==> config.mk <==
export PLATFORM = sky130hd
export DESIGN_NAME = dap_io_port
export DESIGN_NICKNAME = d
export VERILOG_FILES = /design/src/hdl/dap_io_port.v /design/src/hdl/dap_pin_cell.v
export VERILOG_INCLUDE_DIRS = /design/src /design/src/hdl
export SDC_FILE = /design/constraint.sdc
export NUM_CORES = 1
export LEC_CHECK = 0
export ABC_CLOCK_PERIOD_IN_PS = 2800
export BUFFER_PORTS_ARGS = -buffer_cell sky130_fd_sc_hd__buf_2
export CORE_MARGIN = 1
export CORE_UTILIZATION = 45
export CTS_BUF_LIST = sky130_fd_sc_hd__clkbuf_2 sky130_fd_sc_hd__clkbuf_4 sky130_fd_sc_hd__clkbuf_8
export CTS_CLUSTER_SIZE = 25
export DETAILED_ROUTE_END_ITERATION = 7
export GPL_TIMING_DRIVEN = 0
export PLACE_DENSITY_LB_ADDON = 0.12
export SETUP_SLACK_MARGIN = 0.4
export SYNTH_ARGS = -nofsm -noshare
export SYNTH_HDL_FRONTEND = slang
export SYNTH_SLANG_ARGS = --single-unit
==> constraint.sdc <==
create_clock -name pclk -period 2.8 [get_ports pclk]
set_clock_uncertainty 0.15 [all_clocks]
set_input_delay 0.42 -clock pclk [delete_from_list [all_inputs] [get_ports pclk]]
set_output_delay 0.42 -clock pclk [all_outputs]
set_load 0.005 [all_outputs]
==> src/hdl/dap_regs.vh <==
/*
  register indices, field positions and reset values of the dual address io port.
  assumes the includer adds two zero bits below an index to form the apb byte address.
*/
`ifndef DAP_REGS_VH
`define DAP_REGS_VH

// ==========================================================
// register indices (byte address is four times the index)
`define DAP_IDX_PA_DIR 16'hFEB9
`define DAP_IDX_PA_DATA 16'hFF69
`define DAP_IDX_PA_PIN 16'hFF59
`define DAP_IDX_PA_PULL 16'hFF70
`define DAP_IDX_PA_ODS 16'hFF77
`define DAP_IDX_PB_DIR 16'hFEBA
`define DAP_IDX_PB_DATA 16'hFF6A
`define DAP_IDX_PB_PIN 16'hFF5A
`define DAP_IDX_PB_PULL 16'hFF71
`define DAP_IDX_STBY 16'hFF7D

// ==========================================================
// reset values and fixed read answers
`define DAP_RST_BYTE 8'h00
`define DAP_UNDEF_READ 8'hFF
`define DAP_OE_OFF 8'hFF

// ==========================================================
// standby control fields
`define DAP_HOLD_BIT 3
`define DAP_MODE_LSB 0
`define DAP_MODE_MSB 2

// ==========================================================
// operating modes
`define DAP_MODE1 3'h1
`define DAP_MODE2 3'h2
`define DAP_MODE3 3'h3
`define DAP_MODE4 3'h4
`define DAP_MODE5 3'h5
`define DAP_MODE6 3'h6
`define DAP_MODE7 3'h7

// ==========================================================
// pin masks per mode
`define DAP_ALL_PINS 8'hFF
`define DAP_NO_PINS 8'h00
`define DAP_PA_LOW_ADDR 8'h1F
`define DAP_PA_HIGH_PINS 8'hE0

`endif

==> src/hdl/dap_io_port.v <==
/*
  two 8-bit ports a and b with mode dependent address, io and pull-up functions,
  reached over apb.
  assumes mode, hardware standby and manual reset come from pins (synchronised here),
  software standby and the address bits come from logic on pclk.
*/
// Decided for this implementation: the APB interface to the registers.
`timescale 1ns/1ps
`include "dap_regs.vh"

// Behaviour
// - open-drain bit set: drive only low, release high; clear: full drive
// - open-drain bits act only in modes 1 to 3 and 7
// - open-drain select clears on power-on and hardware standby only
// - modes 1-3,7: port a pins are io, direction bit 1 means output
// - modes 4,5: low five a pins address; upper three address when direction 1
// - mode 6: port a pin drives address when direction 1, else input
// - port a pull-ups all pins except modes 4,5 where upper three only
// - port a pull-up on only with direction 0 and pull-up bit 1
// - port a pull-up state clears on power-on and hardware standby only
// - modes 1,4,5: every port b pin drives address
// - modes 2,6: port b pin address when direction 1, else input
// - modes 3,7: port b pin general output when direction 1, else input
// - port b direction is write-only; reads give a fixed undefined value
// - port b direction clears on power-on and hardware standby only
// - port b output data read-write, clears on power-on and hardware standby
// - port b pin read: latch where direction 1, pin level where 0
// - port b pin-state register ignores writes
// - software standby: address pins hold level or release per hold bit
// - port b pin state frozen during manual reset and software standby, except while hardware standby is active
// - port a pin read: latch where direction 1, pin level where 0
// - port b pull-ups only in modes 2,3,6,7, direction 0 and bit 1
module dap_io_port
(
  input wire pclk, // system clock
  input wire presetn, // power-on reset, low active
  input wire psel, // apb select
  input wire penable, // apb enable
  input wire pwrite, // apb direction
  input wire [17:0] paddr, // apb byte address
  input wire [31:0] pwdata, // apb write data
  input wire [3:0] pstrb, // apb byte strobes
  output reg [31:0] prdata, // apb read data
  output reg pready, // apb ready
  output reg pslverr, // apb error on unmapped address
  input wire [2:0] mode_pin, // operating mode pins
  input wire hw_standby_n, // hardware standby pin, low active
  input wire manual_reset_n, // manual reset pin, low active
  input wire sw_standby, // software standby from system control
  input wire [7:0] addr_a, // address bits for port a pins
  input wire [7:0] addr_b, // address bits for port b pins
  input wire [7:0] pa_in, // port a pin levels
  output reg [7:0] pa_out, // port a pin drive level
  output reg [7:0] pa_oe_n, // port a enable, low drives
  output reg [7:0] pa_pullup, // port a pull-up enable
  input wire [7:0] pb_in, // port b pin levels
  output reg [7:0] pb_out, // port b pin drive level
  output reg [7:0] pb_oe_n, // port b enable, low drives
  output reg [7:0] pb_pullup // port b pull-up enable
);

  // ==========================================================
  // pin synchronisers
  reg [2:0] mode_s1, mode;
  reg hws_s1, hws_n, mrs_s1, mrs_n;
  reg [7:0] pa_s1, pa_s2, pb_s1, pb_s2;

  always @(posedge pclk or negedge presetn)
  begin
    if (!presetn)
    begin
      mode_s1 <= 3'h0;
      mode <= 3'h0;
      hws_s1 <= 1'b1;
      hws_n <= 1'b1;
      mrs_s1 <= 1'b1;
      mrs_n <= 1'b1;
      pa_s1 <= 8'h00;
      pa_s2 <= 8'h00;
      pb_s1 <= 8'h00;
      pb_s2 <= 8'h00;
    end
    else
    begin
      mode_s1 <= mode_pin;
      mode <= mode_s1;
      hws_s1 <= hw_standby_n;
      hws_n <= hws_s1;
      mrs_s1 <= manual_reset_n;
      mrs_n <= mrs_s1;
      pa_s1 <= pa_in;
      pa_s2 <= pa_s1;
      pb_s1 <= pb_in;
      pb_s2 <= pb_s1;
    end
  end

  wire hw_stby = ~hws_n;
  wire man_rst = ~mrs_n;

  // ==========================================================
  // apb decode
  wire [15:0] idx = paddr[17:2];
  wire setup = psel & ~penable;
  wire done = psel & penable & pready;
  wire wr_ok = done & pwrite & pstrb[0] & ~man_rst;
  reg hit;

  always @*
  begin
    case (idx)
      `DAP_IDX_PA_DIR,
      `DAP_IDX_PA_DATA,
      `DAP_IDX_PA_PIN,
      `DAP_IDX_PA_PULL,
      `DAP_IDX_PA_ODS,
      `DAP_IDX_PB_DIR,
      `DAP_IDX_PB_DATA,
      `DAP_IDX_PB_PIN,
      `DAP_IDX_PB_PULL,
      `DAP_IDX_STBY:
        hit = (paddr[1:0] == 2'b00);
      default: hit = 1'b0;
    endcase
  end

  // ==========================================================
  // registers
  reg [7:0] pa_dir, pa_data, pa_pull, pa_ods;
  reg [7:0] pb_dir, pb_data, pb_pull;
  reg hold;

  always @(posedge pclk or negedge presetn)
  begin
    if (!presetn)
    begin
      pa_dir <= `DAP_RST_BYTE;
      pa_data <= `DAP_RST_BYTE;
      pa_pull <= `DAP_RST_BYTE;
      pa_ods <= `DAP_RST_BYTE;
      pb_dir <= `DAP_RST_BYTE;
      pb_data <= `DAP_RST_BYTE;
      pb_pull <= `DAP_RST_BYTE;
      hold <= 1'b0;
    end
    else if (hw_stby)
    begin
      pa_dir <= `DAP_RST_BYTE;
      pa_data <= `DAP_RST_BYTE;
      pa_pull <= `DAP_RST_BYTE;
      pa_ods <= `DAP_RST_BYTE;
      pb_dir <= `DAP_RST_BYTE;
      pb_data <= `DAP_RST_BYTE;
      pb_pull <= `DAP_RST_BYTE;
      hold <= 1'b0;
    end
    else if (wr_ok && hit)
    begin
      // manual reset blocks writes but clears nothing
      case (idx)
        `DAP_IDX_PA_DIR: pa_dir <= pwdata[7:0];
        `DAP_IDX_PA_DATA: pa_data <= pwdata[7:0];
        `DAP_IDX_PA_PULL: pa_pull <= pwdata[7:0];
        `DAP_IDX_PA_ODS: pa_ods <= pwdata[7:0];
        `DAP_IDX_PB_DIR: pb_dir <= pwdata[7:0];
        `DAP_IDX_PB_DATA: pb_data <= pwdata[7:0];
        `DAP_IDX_PB_PULL: pb_pull <= pwdata[7:0];
        `DAP_IDX_STBY: hold <= pwdata[`DAP_HOLD_BIT];
        default: hold <= hold;
      endcase
    end
  end

  // ==========================================================
  // pin state capture, frozen in manual reset and software standby unless hardware standby is active
  reg [7:0] pa_state, pb_state;

  always @(posedge pclk or negedge presetn)
  begin
    if (!presetn)
    begin
      pa_state <= 8'h00;
      pb_state <= 8'h00;
    end
    else if (!(man_rst || sw_standby) || hw_stby)
    begin
      pa_state <= pa_s2;
      pb_state <= pb_s2;
    end
  end

  // ==========================================================
  // mode decode
  reg [7:0] pa_addr_m, pa_gpio_m, pa_pu_allow;
  reg pa_od_on;
  reg [7:0] pb_addr_m, pb_gpio_m, pb_pu_allow;

  always @*
  begin
    pa_addr_m = `DAP_NO_PINS;
    pa_gpio_m = pa_dir;
    pa_pu_allow = `DAP_ALL_PINS;
    pa_od_on = 1'b1;
    case (mode)
      `DAP_MODE4,
      `DAP_MODE5:
      begin
        pa_addr_m = `DAP_PA_LOW_ADDR | (pa_dir & `DAP_PA_HIGH_PINS);
        pa_gpio_m = `DAP_NO_PINS;
        pa_pu_allow = `DAP_PA_HIGH_PINS;
        pa_od_on = 1'b0;
      end
      `DAP_MODE6:
      begin
        pa_addr_m = pa_dir;
        pa_gpio_m = `DAP_NO_PINS;
        pa_od_on = 1'b0;
      end
      default: pa_od_on = 1'b1;
    endcase
  end

  always @*
  begin
    pb_addr_m = `DAP_NO_PINS;
    pb_gpio_m = pb_dir;
    pb_pu_allow = `DAP_ALL_PINS;
    case (mode)
      `DAP_MODE1,
      `DAP_MODE4,
      `DAP_MODE5:
      begin
        pb_addr_m = `DAP_ALL_PINS;
        pb_gpio_m = `DAP_NO_PINS;
        pb_pu_allow = `DAP_NO_PINS;
      end
      `DAP_MODE2,
      `DAP_MODE6:
      begin
        pb_addr_m = pb_dir;
        pb_gpio_m = `DAP_NO_PINS;
      end
      default: pb_gpio_m = pb_dir;
    endcase
  end

  wire [7:0] pa_od_m = pa_od_on ? pa_ods : `DAP_NO_PINS;
  wire [7:0] pa_pu_req = pa_pu_allow & ~pa_dir & pa_pull;
  wire [7:0] pb_pu_req = pb_pu_allow & ~pb_dir & pb_pull;

  // ==========================================================
  // output stages
  wire [7:0] next_pa_out, next_pa_oe_n, next_pa_pu;
  wire [7:0] next_pb_out, next_pb_oe_n, next_pb_pu;

  dap_pin_cell u_cell_a
  (
    .addr_mask(pa_addr_m),
    .gpio_mask(pa_gpio_m),
    .od_mask(pa_od_m),
    .pull_mask(pa_pu_req),
    .data(pa_data),
    .addr(addr_a),
    .hw_stby(hw_stby),
    .sw_stby(sw_standby),
    .hold(hold),
    .cur_out(pa_out),
    .cur_oe_n(pa_oe_n),
    .next_out(next_pa_out),
    .next_oe_n(next_pa_oe_n),
    .next_pu(next_pa_pu)
  );

  dap_pin_cell u_cell_b
  (
    .addr_mask(pb_addr_m),
    .gpio_mask(pb_gpio_m),
    .od_mask(`DAP_NO_PINS),
    .pull_mask(pb_pu_req),
    .data(pb_data),
    .addr(addr_b),
    .hw_stby(hw_stby),
    .sw_stby(sw_standby),
    .hold(hold),
    .cur_out(pb_out),
    .cur_oe_n(pb_oe_n),
    .next_out(next_pb_out),
    .next_oe_n(next_pb_oe_n),
    .next_pu(next_pb_pu)
  );

  always @(posedge pclk or negedge presetn)
  begin
    if (!presetn)
    begin
      pa_out <= 8'h00;
      pa_oe_n <= `DAP_OE_OFF;
      pa_pullup <= 8'h00;
      pb_out <= 8'h00;
      pb_oe_n <= `DAP_OE_OFF;
      pb_pullup <= 8'h00;
    end
    else
    begin
      pa_out <= next_pa_out;
      pa_oe_n <= next_pa_oe_n;
      pa_pullup <= next_pa_pu;
      pb_out <= next_pb_out;
      pb_oe_n <= next_pb_oe_n;
      pb_pullup <= next_pb_pu;
    end
  end

  // ==========================================================
  // read mux
  reg [7:0] next_rbyte;

  always @*
  begin
    next_rbyte = 8'h00;
    case (idx)
      `DAP_IDX_PA_DIR: next_rbyte = `DAP_UNDEF_READ;
      `DAP_IDX_PA_DATA: next_rbyte = pa_data;
      `DAP_IDX_PA_PIN: next_rbyte = (pa_dir & pa_data) | (~pa_dir & pa_state);
      `DAP_IDX_PA_PULL: next_rbyte = pa_pull;
      `DAP_IDX_PA_ODS: next_rbyte = pa_ods;
      `DAP_IDX_PB_DIR: next_rbyte = `DAP_UNDEF_READ;
      `DAP_IDX_PB_DATA: next_rbyte = pb_data;
      `DAP_IDX_PB_PIN: next_rbyte = (pb_dir & pb_data) | (~pb_dir & pb_state);
      `DAP_IDX_PB_PULL: next_rbyte = pb_pull;
      `DAP_IDX_STBY:
      begin
        next_rbyte[`DAP_HOLD_BIT] = hold;
        next_rbyte[`DAP_MODE_MSB:`DAP_MODE_LSB] = mode;
      end
      default: next_rbyte = 8'h00;
    endcase
  end

  // ==========================================================
  // apb answer: ready one cycle after setup
  always @(posedge pclk or negedge presetn)
  begin
    if (!presetn)
    begin
      prdata <= 32'h00000000;
      pready <= 1'b0;
      pslverr <= 1'b0;
    end
    else if (setup)
    begin
      prdata <= (!pwrite && hit) ? {24'h000000, next_rbyte} : 32'h00000000;
      pready <= 1'b1;
      pslverr <= ~hit;
    end
    else
    begin
      pready <= 1'b0;
      pslverr <= 1'b0;
    end
  end

endmodule

==> src/hdl/dap_pin_cell.v <==
/*
  next state of the output stage of one 8-bit port: level, enable and pull-up.
  assumes the caller registers the results and feeds the current stage back.
*/
`timescale 1ns/1ps

module dap_pin_cell
(
  input wire [7:0] addr_mask, // pins that carry address
  input wire [7:0] gpio_mask, // pins that drive port data
  input wire [7:0] od_mask, // pins in open-drain form
  input wire [7:0] pull_mask, // pins whose pull-up is asked for
  input wire [7:0] data, // output data latch
  input wire [7:0] addr, // address bits from the bus controller
  input wire hw_stby, // hardware standby active
  input wire sw_stby, // software standby active
  input wire hold, // address pins keep level in software standby
  input wire [7:0] cur_out, // present pin level
  input wire [7:0] cur_oe_n, // present enable, low drives
  output reg [7:0] next_out, // next pin level
  output reg [7:0] next_oe_n, // next enable, low drives
  output reg [7:0] next_pu // next pull-up enable
);

  // ==========================================================
  // per pin stage
  genvar i;
  generate
    for (i = 0; i < 8; i = i + 1)
    begin : g_pin
      always @*
      begin
        next_out[i] = addr_mask[i] ? addr[i] : data[i];
        next_oe_n[i] = ~(addr_mask[i] | gpio_mask[i]);
        // open drain: only the low level is driven
        if (od_mask[i] && next_out[i])
        begin
          next_oe_n[i] = 1'b1;
        end
        next_pu[i] = pull_mask[i];
        if (hw_stby)
        begin
          next_out[i] = 1'b0;
          next_oe_n[i] = 1'b1;
          next_pu[i] = 1'b0;
        end
        else if (sw_stby && addr_mask[i])
        begin
          if (hold)
          begin
            next_out[i] = cur_out[i];
            next_oe_n[i] = cur_oe_n[i];
          end
          else
          begin
            next_oe_n[i] = 1'b1;
          end
        end
      end
    end
  endgenerate

endmodule

* Word-level counts from Yosys, hierarchy flattened
Index checks and enable logic that the tools add are counted.
** Storage, ports and cells
- Flip-flop bits (word level) :: 197
- Input bits :: 97
- Logic and storage cells :: 355
** Operators by class
- Reduce and logical (&&, ||, !) cells :: 46
- Equal/unequal tests :: 40
- Bitwise gates (word level) :: 54
- Mux-type cells :: 158
** Operators with widths (count)
- $mux W8 :: 26
- $eq A16 B16 Y1 const B :: 10
- $mux W1 :: 127
- $and A8 B8 Y8 :: 8
- $ne A3 B3 Y1 const B :: 16
- $pmux W4 S9 :: 1
- $pmux W4 S8 :: 1
- $pmux W8 S2 :: 2
- $logic_and A1 B1 Y1 :: 26
- $not A1 Y1 :: 20
- $ne A2 B1 Y1 const B :: 9
- $not A8 Y8 :: 2
- $or A1 B1 Y1 :: 16
- $or A8 B8 Y8 :: 2
- $reduce_and A2 Y1 :: 8
- $reduce_or A10 Y1 :: 1
- $eq A3 B3 Y1 const B :: 3
- $and A1 B1 Y1 :: 6
- $reduce_or A2 Y1 :: 3
- $reduce_or A3 Y1 :: 2
- $mux W5 :: 1
- $reduce_or A5 Y1 :: 1
- $eq A3 B1 Y1 const B :: 1
- $eq A3 B2 Y1 const B :: 1
- 3 further kinds :: 5

* Longest topological paths before layout
Gate-level depths: netlist of run 1.
- Word-level depth :: 8
- Gate-level depth with buffers :: 7
- Depth with buffers taken out :: 5

* Modules after synthesis
From an unflattened synthesis of run 1, not the netlist that was laid out.
** Second synthesis, totals
- Cell total of the unflattened synthesis :: 791
- Area total of the unflattened synthesis :: 8448.1 um2
** By module, submodules not included
- dap_io_port :: instances 1, sequential area each 4354.2 um2, area each 7174.4 um2, cells each 589
- dap_pin_cell :: instances 2, sequential area each 0.0 um2, area each 636.9 um2, cells each 101

* Worst setup path after synthesis of run 1
Ideal clock, no wire load.
- Path type :: input to register
- Start point :: in paddr[16]
- End point :: reg pslverr
- Required time :: 2.526 ns
- Slack :: 0.799 ns
- Arrival time :: 1.727 ns
- Stages :: 5
- Buffers on the path :: 0
- Cells stage by stage :: nand4_1 or4_4 nor2_4 nor4_1 o31a_1
** On the way
- Longest elaborated chain between the ends :: 5
** Ends and longest elaborated chain
- from (decl) :: RTL line dap_io_port.v:40 : input wire [17:0] paddr,
- $eq A16 B16 Y1 :: RTL line dap_io_port.v:111 : case (idx)
- $reduce_or A10 Y1 * :: RTL line dap_io_port.v:111
- $mux W1 * :: RTL line dap_io_port.v:111
- $not A1 Y1 * :: RTL line dap_io_port.v:354 : pslverr <= ~hit;
- $mux W1 * :: RTL line dap_io_port.v:350 : else if (setup)
- to (signal assigned) :: RTL line dap_io_port.v:354
- to (decl) :: RTL line dap_io_port.v:45 : output reg pslverr,
Every way passes the cells marked *; elsewhere a longest branch is shown, timed or not.
A chain may end at the register's enable or synchronous reset.

* Worst setup path after layout of run 1
- Start point :: reg hold
- End point :: reg pb_out[7]
** On the way
- Longest elaborated chain between the ends :: 1
** Ends and longest elaborated chain
- from (decl) :: RTL line dap_io_port.v:131 : reg hold;
- from (signal assigned) :: RTL line dap_io_port.v:168 : `DAP_IDX_STBY: hold <= pwdata[`DAP_HOLD_BIT];
- from (signal assigned) :: RTL line dap_io_port.v:169 : default: hold <= hold;
- $ne A3 B3 Y1 (no line)
- to (signal assigned) :: RTL line dap_io_port.v:308 : pb_out <= next_pb_out;
- to (decl) :: RTL line dap_io_port.v:57 : output reg [7:0] pb_out,
Every way passes these cells.

==> impl_summary.log, run 1 <==
INFO  metric seq_power_share = roughly 53%
INFO  metric p_sw = 0.001277 W
INFO  metric timing_max_transition_violations_final = 0
INFO  metric drt_pre_antenna_iters = 5
INFO  metric grt_start_max_net_pins = 113
INFO  metric routedWlPerCell = around 22 um
INFO  metric intPower = about 0.0036 W
INFO  metric via_count_of_the_first_global_routing_pass = roughly 6.4k
INFO  metric dp.final_hpwl = approximately 18000 um
INFO  metric die_area = around 0.018 sq mm
INFO  metric power.ir.vdd_worst = about 0.28 mV
INFO  metric syn-cell-area = approximately 0.0080 sq mm
INFO  metric rsz0062_at_grt = no
INFO  metric yosys.cell_count.top_type = sky130_fd_sc_hd__dfrtp_1
INFO  metric fmax = ~0.44 GHz
INFO  metric placement.cell_area = 0.008997 sq mm
INFO  metric ioPinCount = ~180
INFO  metric pwr-share-comb = about a tenth
INFO  metric setup_viol_count_final = 0
INFO  metric track_usage = between 20 and 30%
INFO  metric insertedDiodeCount = 0
INFO  metric initial_utilization = around 46%
INFO  metric nets = between 900 and 1k
INFO  metric setup.worst_path.start_class = flop
INFO  metric die_x_extent = roughly 140 um
INFO  metric largest_buffer_count_on_any_clock_path = 2
INFO  metric post-route-drc-count = 0
INFO  metric finalCritPeriodShare = between 80% and 90%
INFO  metric cts_inserted_buffers = 17
INFO  metric critPathMaxFanout = 10
INFO  metric yosys.cell_types.count = 54
INFO  metric detailedRoute.firstIterationViolations = 330
INFO  metric numClockSinks = roughly 170
INFO  metric post-route-cell-area = 0.009678 sq mm
INFO  metric synth_common_cells = 153 x sky130_fd_sc_hd__dfrtp_1, 68 x sky130_fd_sc_hd__mux2i_1, 56 x sky130_fd_sc_hd__nor2b_1
INFO  metric grt.met2_usage = between 40 and 50%
INFO  metric syn-mean-instance-area = about 11 sq um
INFO  metric yosys.area.top_type_share = between 40% and 50%
INFO  metric power.density = 505.9 mW/mm^2
INFO  metric cts-root-buf = sky130_fd_sc_hd__clkbuf_8
INFO  metric viasPerCell = 5.660
INFO  metric critical_path_required = roughly 3 ns
INFO  metric insertion_delay = 0.47 ns
INFO  metric port_buffers = 124
INFO  metric layout_stage_area_growth_over_the_synthesis_result = 21.47%
INFO  metric grt_first_pass_wirelength = ~38000 um
INFO  metric ys.flop_type = sky130_fd_sc_hd__dfrtp_1
INFO  metric p_leak = between 4 and 5 nW
INFO  metric routabilityCongestion = around 0.9
INFO  metric floorplan.rows = 48
INFO  metric drv_cap = 0
INFO  metric r2r_setup_slack = ~0.52 ns
INFO  metric worst_pin_slew = roughly 0.94 ns
INFO  metric run_status = completed
INFO  metric switching_share = between 20% and 30%
INFO  metric design.core.area = 0.01730 sq mm
INFO  metric final_critical_path_setup_slack = a little over 0.5 ns
INFO  metric grt_remaining_overflow = 0
INFO  metric critPathKind = reg2reg
INFO  metric gr-usage-met1 = 38.44%
INFO  metric report.final.hold_viol_count = 0
INFO  metric ys_seq_area_share = ~55%
INFO  metric slew_headroom = approximately 37%
INFO  metric met3_usage = around 5.3%
INFO  metric layout-drive-gt1-share = around 29%
INFO  metric htreeDepth = 4
INFO  metric synth_async_sr_flop_share = between 90% and 100%
INFO  metric die-height = between 100 and 150 um
INFO  metric synth-edff-count = 0
INFO  metric clock_group_share_of_total_power = 37.4%
INFO  metric via_count = between 6k and 7k
INFO  metric globalRoute.busiestLayer = met2
INFO  metric synth_top_cells_by_area = sky130_fd_sc_hd__dfrtp_1 48%, sky130_fd_sc_hd__mux2i_1 8.5%, sky130_fd_sc_hd__dfstp_2 6.6%
INFO  metric antenna_violations_before_repair = 0
INFO  metric cts_tree = yes
INFO  metric synthCells = approximately 700
INFO  metric dp_slack = about 0.067 ns
INFO  metric endpoint_kind = flop
INFO  metric clk_pin_slew = around 0.1 ns
INFO  metric synth_top_cell_by_area = sky130_fd_sc_hd__dfrtp_1
INFO  metric final.min_clock_period = roughly 2.3 ns
INFO  metric yosys_warnings = 0
INFO  metric hold_crit_class = in2reg
INFO  metric ant_nets = 0
INFO  metric cp.arrival = roughly 2.5 ns
INFO  metric yosys_register_bits = 173
INFO  metric postRouteWirelength = roughly 25000 um
[cell usage in the layout (no fill, tap or decap), drive strengths merged, types with 3 or more instances in the layout]
master         n
nor3           8
inv           25
conb          24
o21ai         33
dlygate4sd3   22
nand3         21
dfrtp        153
nand4         16
nor2          29
mux2          27
nor4           8
mux2i         68
a21boi         3
o32ai          9
nand2b         6
o2bb2ai        4
clkbuf        45
o211ai         4
a31oi          3
o22ai          3
o221ai        13
a211oi         6
nor4bb         4
nand2         46
and2           3
and4           4
a22oi         16
nor3b         20
a21oi         23
dfstp         20
buf          159
and3           3
nor2b         56
[logic make-up after synthesis]
family,share of synthesized area [%]
compound gates,10.46
simple gates,17.67
mux,12.36
flops,54.65
xor+xnor,0.1099
other cells,0.04707
buf+inv,4.711
[power groups by stage]
stage	Sequential [W]	Clock (W)	Combinational (W)
2_1_floorplan	0.00264	0	0.000204
3_3_place_gp	0.00265	0	0.000413
3_5_place_dp	0.00266	0	0.000430
4_1_cts	0.00261	0.00187	0.000456
5_1_grt	0.00262	0.00196	0.000498
6_report	0.00261	0.00183	0.000457
[worst paths after layout]
kind | start | to | cells past startpoint
setup / recovery | hold | pb_out[7] | 5
hold / removal | paddr[0] | pslverr | 2
setup reg to reg | hold | pb_out[7] | 5
hold reg to reg | pb_s1[0] | pb_s2[0] | 0
max in group asynchronous | presetn | pa_out[7] | 3
min in group asynchronous | presetn | pb_state[2] | 2
[routing by layer]
metal  vias up  wire (um)
met2       252      11550
met1      3233      11150
met3        50       1371
met5         -          0
li1       2861          -
met4         0        816
[stage by stage]
step	total power (W)	cells	TNS [ns]	hold slack [ns]	util, %
after floorplan	0.002849	722	0	-0.02559	-
after global placement	0.003068	1071	-233.99	0.1823	51.78
after detailed placement	0.003087	1072	0	0.1855	52.02
after CTS	0.004935	1129	0	0.06423	55.87
after global routing	0.005075	1130	0	0.09287	55.95
final	0.004896	1130	0	0.08732	55.95
[cell type report]
class | instances | area [sq um]
Inverter | 18 | 67.56
Sequential cell | 173 | 4354
Clock buffer | 20 | 262.8
Multi-Input combinational cell | 476 | 3344
Buffer | 55 | 310.3
Fill cell | 1609 | 7619
Clock inverter | 12 | 148.9
Timing Repair Buffer | 151 | 908.4
Tap cell | 225 | 281.5
[timing repair]
action	CTS	global route
setup endpoints to repair	23	20
pin swaps	1	1
hold buffers	22	0
endpoints found under the hold margin	74	0
setup buffers	3	1
resized for setup	3	6
[critical path, stage by stage (launching register included)]
cell                       delay, ns
sky130_fd_sc_hd__dfrtp_1        0.48
sky130_fd_sc_hd__nand2_1        0.25
sky130_fd_sc_hd__clkbuf_1       0.68
sky130_fd_sc_hd__mux2_2         0.42
sky130_fd_sc_hd__mux2i_1        0.13
sky130_fd_sc_hd__nor2_1         0.05
(Power assumes the default switching activity.)
==> run 2: changes to the inputs <==
Settings changed: ABC_AREA set to 1, ABC_CLOCK_PERIOD_IN_PS 2800 to 2150.
Clock period 2.8 ns to 2.15 ns, I/O delays scaled along.
==> impl_summary.log, run 2 <==
INFO  metric drt_pre_antenna_iters = 5
INFO  metric ant_nets = 0
INFO  metric yosys.cell_count.top_type = sky130_fd_sc_hd__nand2_1
INFO  metric worst_pin_slew = 0.5704 ns
INFO  metric fmax = between 0.5 and 0.6 GHz
INFO  metric share_of_the_core_filled_with_cells = 60.05%
INFO  metric run_status = completed
INFO  metric cp.arrival = between 1.5 and 2 ns
INFO  metric placement.cell_area = 0.009358 sq mm
INFO  metric max_stage_delay = ~0.55 ns
INFO  metric timing.hold.worst_path_depth = 4
INFO  metric p_leak = approximately 5.5 nW
INFO  metric hold_path_startpoint = pwrite
INFO  metric final.min_clock_period = approximately 1.8 ns
INFO  metric critPathMaxFanout = 5
INFO  metric routabilityCongestion = 0.9916
INFO  metric insertion_delay = roughly 0.48 ns
INFO  metric synthCells = 998
INFO  metric synth_top_cells_by_area = sky130_fd_sc_hd__dfrtp_1 46%, sky130_fd_sc_hd__nand2_1 10%, sky130_fd_sc_hd__dfstp_2 6.4%
INFO  metric yosys_warnings = 0
INFO  metric final_critical_path_setup_slack = 0.3796 ns
INFO  metric via_count = 7851
INFO  metric setup.worst_path.start_class = flop
INFO  metric ioPinCount = 179
INFO  metric floorplan.rows = just under 50
INFO  metric numClockSinks = between 150 and 200
INFO  metric insertedDiodeCount = 0
INFO  metric cts_inserted_buffers = 17
INFO  metric timing_max_transition_violations_final = 0
INFO  metric largest_buffer_count_on_any_clock_path = 2
INFO  metric worst_r2r_startpoint = mrs_n
INFO  metric detailedRoute.firstIterationViolations = roughly 690
INFO  metric ys_seq_area_share = a little over half
INFO  metric yosys.cell_types.count = 36
INFO  metric initial_utilization = 45.85%
INFO  metric grt_start_max_net_pins = ~110
INFO  metric synth_common_cells = 225 x sky130_fd_sc_hd__nand2_1, 153 x sky130_fd_sc_hd__dfrtp_1, 115 x sky130_fd_sc_hd__inv_1
INFO  metric synth-edff-count = 0
INFO  metric critical-path-top-cell-by-count = sky130_fd_sc_hd__nand4_1
INFO  metric layout-drive-gt1-share = between 30 and 40%
INFO  metric yosys_register_bits = ~170
INFO  metric finalCritPeriodShare = 82.35%
INFO  metric nets = approximately 1.3k
INFO  metric critPathKind = reg2reg
INFO  metric layout_stage_area_growth_over_the_synthesis_result = 30.99%
INFO  metric critical_path_required = 2.37 ns
INFO  metric grt_first_pass_wirelength = around 40000 um
INFO  metric grt_remaining_overflow = 0
INFO  metric slew_headroom = approximately three fifths
INFO  metric endpoint_kind = flop
INFO  metric syn-mean-instance-area = 8.252 sq um
INFO  metric rr_worst_depth = 7
INFO  metric ys.flop_type = sky130_fd_sc_hd__dfrtp_1
INFO  metric postRouteWirelength = approximately 26000 um
INFO  metric synth_top_cell_by_area = sky130_fd_sc_hd__dfrtp_1
INFO  metric mostFrequentLayoutCell = sky130_fd_sc_hd__nand2_1
INFO  metric die_x_extent = around 140 um
INFO  metric via_count_of_the_first_global_routing_pass = around 7.2k
INFO  metric cts_tree = yes
INFO  metric launching_instance_or_port_of_the_critical_path = mrs_n
INFO  metric cp_cell_sequence = nand4_1 > nor2_4 > buf_6 > nand4_1 > buf_4 > nand3_2 > nand2_1
INFO  metric critical_path.slowest_cell = sky130_fd_sc_hd__dfstp_2
INFO  metric htreeDepth = 4
INFO  metric clk_pin_slew = roughly 0.090 ns
INFO  metric track_usage = a little under 30%
INFO  metric design.core.area = 0.01796 sq mm
INFO  metric mostFrequentLayoutCells = 204 x sky130_fd_sc_hd__nand2_1, 150 x sky130_fd_sc_hd__dfrtp_1, 128 x sky130_fd_sc_hd__buf_2
INFO  metric die_area = 0.01885 sq mm
INFO  metric synth_async_sr_flop_share = 100.0%
INFO  metric cts-root-buf = sky130_fd_sc_hd__clkbuf_8
INFO  metric power.ir.vdd_worst = 0.4036 mV
INFO  metric post-route-cell-area = ~0.011 sq mm
INFO  metric setup_viol_count_final = 0
INFO  metric port_buffers = roughly 130
INFO  metric drv_cap = 0
INFO  metric power.density = 597.0 mW/mm^2
INFO  metric routedWlPerCell = between 15 and 20 um
INFO  metric report.final.hold_viol_count = 0
INFO  metric syn-cell-area = around 0.0082 sq mm
INFO  metric dp.final_hpwl = ~19000 um
INFO  metric antenna_violations_before_repair = 0
INFO  metric dp_slack = -0.5570 ns
INFO  metric hold_crit_class = in2reg
INFO  metric die-height = ~140 um
INFO  metric yosys.area.top_type_share = between 40% and 50%
INFO  metric viasPerCell = approximately 5.4
INFO  metric rsz0062_at_grt = yes
INFO  metric post-route-drc-count = 0
-- run 2: cell count changes after synthesis, sizes merged, moves of 13 or more --
cell | before | now
o221ai | 13 | 0
nand3 | 21 | 103
nand2 | 46 | 228
nand4 | 16 | 71
mux2 | 27 | 2
inv | 18 | 119
mux2i | 68 | 2
nor2b | 56 | 0
nor3b | 20 | 0
a22oi | 16 | 0
o21ai | 33 | 54
nor2 | 29 | 102
-- run 2: final timing paths --
kind,to,slack (ns)
max in group asynchronous,pa_state[6],0.73
setup reg to reg,pb_pull[5],0.38
hold / removal,prdata[7],0.03
setup / recovery,pb_pull[5],0.38
hold reg to reg,pa_s2[1],0.20
min in group asynchronous,pb_pullup[0],0.21
-- run 2: worst max-delay path: cells and delay by family (launching register included) --
kind	cells	cell delay, ns
buffers and inverters	2	0.34
DFF	1	0.55
and+or+nand+nor	5	0.62
-- run 2: cells by family after synthesis --
| family | Yosys count | synth area share, % |
|---|---|---|
| other cells | 1 | 0.04554 |
| mux | 4 | 0.5166 |
| simple gates | 525 | 28.53 |
| flops | 173 | 52.87 |
| buf+inv | 184 | 10.12 |
| compound gates | 111 | 7.916 |
-- run 2: power breakdown --
group	total (W)	internal (W)	switching (W)	leakage [nW]
logic	0.000636	0.000235	0.000401	3.09
registers	0.00339	0.00335	0.0000416	2.22
clock network	0.00241	0.00109	0.00132	0.207
-- run 2: layout make-up --
class,instances,area (sq um)
plain buffers,60,479.2
clock buffers,18,241.5
clock inverters,14,173.9
fillers,1681,7176
inverters,124,483.0
multi-input cells,665,3570
flip-flops and latches,173,4358
well taps,229,286.5
repair buffers,182,1196
-- run 2: metrics by stage --
stage / power [W] / hold WS (ns) / TNS (ns) / cells
6_report: 0.006440 / 0.02702 / 0 / 1465
3_3_place_gp: 0.003972 / 0.1818 / -372.92 / 1376
2_1_floorplan: 0.003704 / -0.1231 / 0 / 1021
4_1_cts: 0.006445 / 0.02653 / 0 / 1454
5_1_grt: 0.006685 / 0.04114 / 0 / 1465
3_5_place_dp: 0.003991 / 0.1453 / -30.59 / 1377
-- run 2: what timing repair did --
item | 4_1_cts | 5_1_grt
gates cloned | 1 | 0
resized for setup | 70 | 104
hold endpoints to repair | 90 | 0
setup endpoints to repair | 130 | 102
pin swaps | 6 | 36
hold buffers | 29 | 0
buffers inserted | 15 | 11
-- run 2: layer usage --
metal  track usage (%)  wire [um]  vias to the layer above
met1             43.58      12080                     3678
met2             42.23      11180                      405
met4             11.17        667                        0
li1                  -          -                     3721
met3             5.519       2540                       47
met5                 0          0                        -
==> run 3: changes to the inputs <==
Settings changed: ABC_CLOCK_PERIOD_IN_PS 2150 to 1800.
Clock period 2.15 ns to 1.8 ns, I/O delays scaled along.
==> impl_summary.log, run 3 (same netlist as run 2, synthesis figures left out) <==
INFO  metric largest_buffer_count_on_any_clock_path = 2
INFO  metric dp_slack = -0.6728 ns
INFO  metric dp.final_hpwl = around 19000 um
INFO  metric timing_max_transition_violations_final = 0
INFO  metric clk_pin_slew = 0.10 ns
INFO  metric final.min_clock_period = 1.862 ns
INFO  metric slew_headroom = roughly 56%
INFO  metric p_leak = ~6.8 nW
INFO  metric viasPerCell = between 5 and 6
INFO  metric hold_crit_class = in2async
INFO  metric insertion_delay = roughly 0.47 ns
INFO  metric run_status = finished with violations
INFO  metric mostFrequentLayoutCells = 161 x sky130_fd_sc_hd__nand2_1, 140 x sky130_fd_sc_hd__dfrtp_1, 126 x sky130_fd_sc_hd__buf_4
INFO  metric htreeDepth = 4
INFO  metric critical_path_required = ~2.0 ns
INFO  metric drt_pre_antenna_iters = 6
INFO  metric rsz0062_at_grt = yes
INFO  metric drv_cap = 0
INFO  metric floorplan.rows = 49
INFO  metric die_x_extent = ~140 um
INFO  metric port_buffers = approximately 130
INFO  metric design.core.area = 0.01796 sq mm
INFO  metric die_area = 0.01885 sq mm
INFO  metric fin_tns_setup = -0.7473 ns
INFO  metric layout_stage_area_growth_over_the_synthesis_result = 71.04%
INFO  metric p_sw = 0.002358 W
INFO  metric final_critical_path_setup_slack = -0.06233 ns
INFO  metric antenna_violations_before_repair = 0
INFO  metric mostFrequentLayoutCell = sky130_fd_sc_hd__nand2_1
INFO  metric die-height = about 140 um
INFO  metric detailedRoute.firstIterationViolations = approximately 950
INFO  metric insertedDiodeCount = 0
INFO  metric critPathKind = reg2reg
INFO  metric report.final.hold_viol_count = 71
INFO  metric critical-path-top-cell-by-count = sky130_fd_sc_hd__nand4_1
INFO  metric setup.worst_path.start_class = flop
INFO  metric place.detailed.instances = ~1.4k
INFO  metric grt_remaining_overflow = 0
INFO  metric power.density = 576.5 mW/mm^2
INFO  metric clock_group_share_of_total_power = approximately 34%
INFO  metric max_stage_delay = between 0.5 and 0.6 ns
INFO  metric setup_viol_count_final = 27
INFO  metric nets = ~1.5k
INFO  metric postRouteWirelength = between 30000 and 40000 um
INFO  metric post-route-cell-area = between 0.01 and 0.015 sq mm
INFO  metric layout-drive-gt1-share = 54.68%
INFO  metric critical_path.slowest_cell = sky130_fd_sc_hd__dfstp_2
INFO  metric pwr-share-comb = 16.1%
INFO  metric filler_cell_count = around 1.1k
INFO  metric cp.arrival = between 2 and 2.5 ns
INFO  metric worst_pin_slew = 0.6589 ns
INFO  metric numClockSinks = approximately 170
INFO  metric critPathMaxFanout = 8
INFO  metric grt_start_max_net_pins = around 120
INFO  metric routedWlPerCell = 20.57 um
INFO  metric hold_ws = -0.4561 ns
INFO  metric ant_nets = 0
INFO  metric endpoint_kind = flop
INFO  metric cts-root-buf = sky130_fd_sc_hd__clkbuf_8
INFO  metric finalNonFillerCells = ~1.6k
INFO  metric via_count_of_the_first_global_routing_pass = between 8k and 9k
INFO  metric post-route-drc-count = 0
INFO  metric fmax = roughly 0.54 GHz
INFO  metric routabilityCongestion = 0.9499
INFO  metric power.ir.vdd_worst = approximately 0.49 mV
INFO  metric intPower = approximately 0.0058 W
INFO  metric cp_cell_sequence = nand4_1 > buf_4 > nor2_4 > nand4_1 > buf_6 > nand3_1 > nand2_1
INFO  metric placement.cell_area = between 0.009 and 0.01 sq mm
INFO  metric initial_utilization = approximately 46%
INFO  metric cts_inserted_buffers = 17
INFO  metric seq_power_share = 50.0%
INFO  metric via_count = roughly 9k
INFO  metric failed_checks = negative hold slack, negative setup slack
INFO  metric switching_share = slightly below 30%
INFO  metric finalCritPeriodShare = 103.5%
INFO  metric track_usage = between 30% and 40%
INFO  metric grt_first_pass_wirelength = around 46000 um
INFO  metric ioPinCount = about 180
INFO  metric cts_tree = yes
[run 3: changes by cell type in the layout (fill, tap and decap cells not counted), moves of 40 or more]
cell | before | now
sky130_fd_sc_hd__nand2_1 | 204 | 161
sky130_fd_sc_hd__buf_6 | 14 | 74
sky130_fd_sc_hd__o21ai_0 | 51 | 7
sky130_fd_sc_hd__nor2_1 | 66 | 26
sky130_fd_sc_hd__nand3_1 | 79 | 25
sky130_fd_sc_hd__nor2_4 | 12 | 56
sky130_fd_sc_hd__buf_4 | 48 | 126
sky130_fd_sc_hd__nand3_2 | 22 | 65
[run 3: power by group through the flow]
| stage | Sequential [W] | Clock, W | Combinational, W |
|---|---|---|---|
| after global placement | 0.00412 | 0 | 0.000649 |
| final | 0.00406 | 0.00275 | 0.00131 |
| after floorplan | 0.00411 | 0 | 0.000339 |
| after global routing | 0.00407 | 0.00293 | 0.00139 |
| after detailed placement | 0.00413 | 0 | 0.000664 |
| after CTS | 0.00405 | 0.00276 | 0.00108 |
[run 3: worst max-delay path: cells and delay by family, from the launching register on]
| family | cells | cell delay [ns] |
|---|---|---|
| DFF | 1 | 0.55 |
| and+or+nand+nor | 5 | 0.64 |
| buffers and inverters | 2 | 0.41 |
[run 3: final cells by class]
type                            count  area [sq um]  area share (%)
Buffer                             60         710.7           5.045
Clock buffer                       19         255.2           1.812
Clock inverter                     13         126.4          0.8971
Inverter                          124         535.5           3.802
Multi-Input combinational cell    665          4938           35.06
Sequential cell                   173          4370           31.03
Tap cell                          229         286.5           2.034
Timing Repair Buffer              334          2863           20.32
[run 3: timing repair]
action	4_1_cts	5_1_grt
hold buffers	31	2
gates resized for setup	417	228
cloned	12	2
endpoints found under the setup margin	171	188
pin swaps	155	122
hold endpoints to repair	84	56
setup buffers	115	46
[run 3: metrics by stage]
| step | util [%] | power [W] |
|---|---|---|
| final | 78.41 | 0.008120 |
| after global routing | 78.41 | 0.008388 |
| after CTS | 71.24 | 0.007894 |
| after detailed placement | 52.75 | 0.004789 |
| after global placement | 52.55 | 0.004772 |
| after floorplan | - | 0.004454 |
[run 3: worst paths after layout]
check	startpoint	to	cells after the start	slack, ns
worst max-delay path	mrs_n	pb_data[0]	7	-0.06
worst min-delay path	presetn	pb_s1[4]	1	-0.46
worst max register to register	mrs_n	pb_data[0]	7	-0.06
worst min register to register	mode_s1[2]	mode[2]	0	0.20
max in group asynchronous	presetn	pa_data[6]	2	0.97
min in group pclk	addr_b[5]	pb_out[5]	5	0.02
[run 3: routing by layer]
layer | vias to the layer above | track usage (%) | part of all wire, %
met3 | 114 | 6.696 | 9.8
met5 | - | 0 | 0
li1 | 4040 | - | -
met2 | 594 | 50.42 | 46
met4 | 0 | 13.25 | 4.6
met1 | 4444 | 45.62 | 40
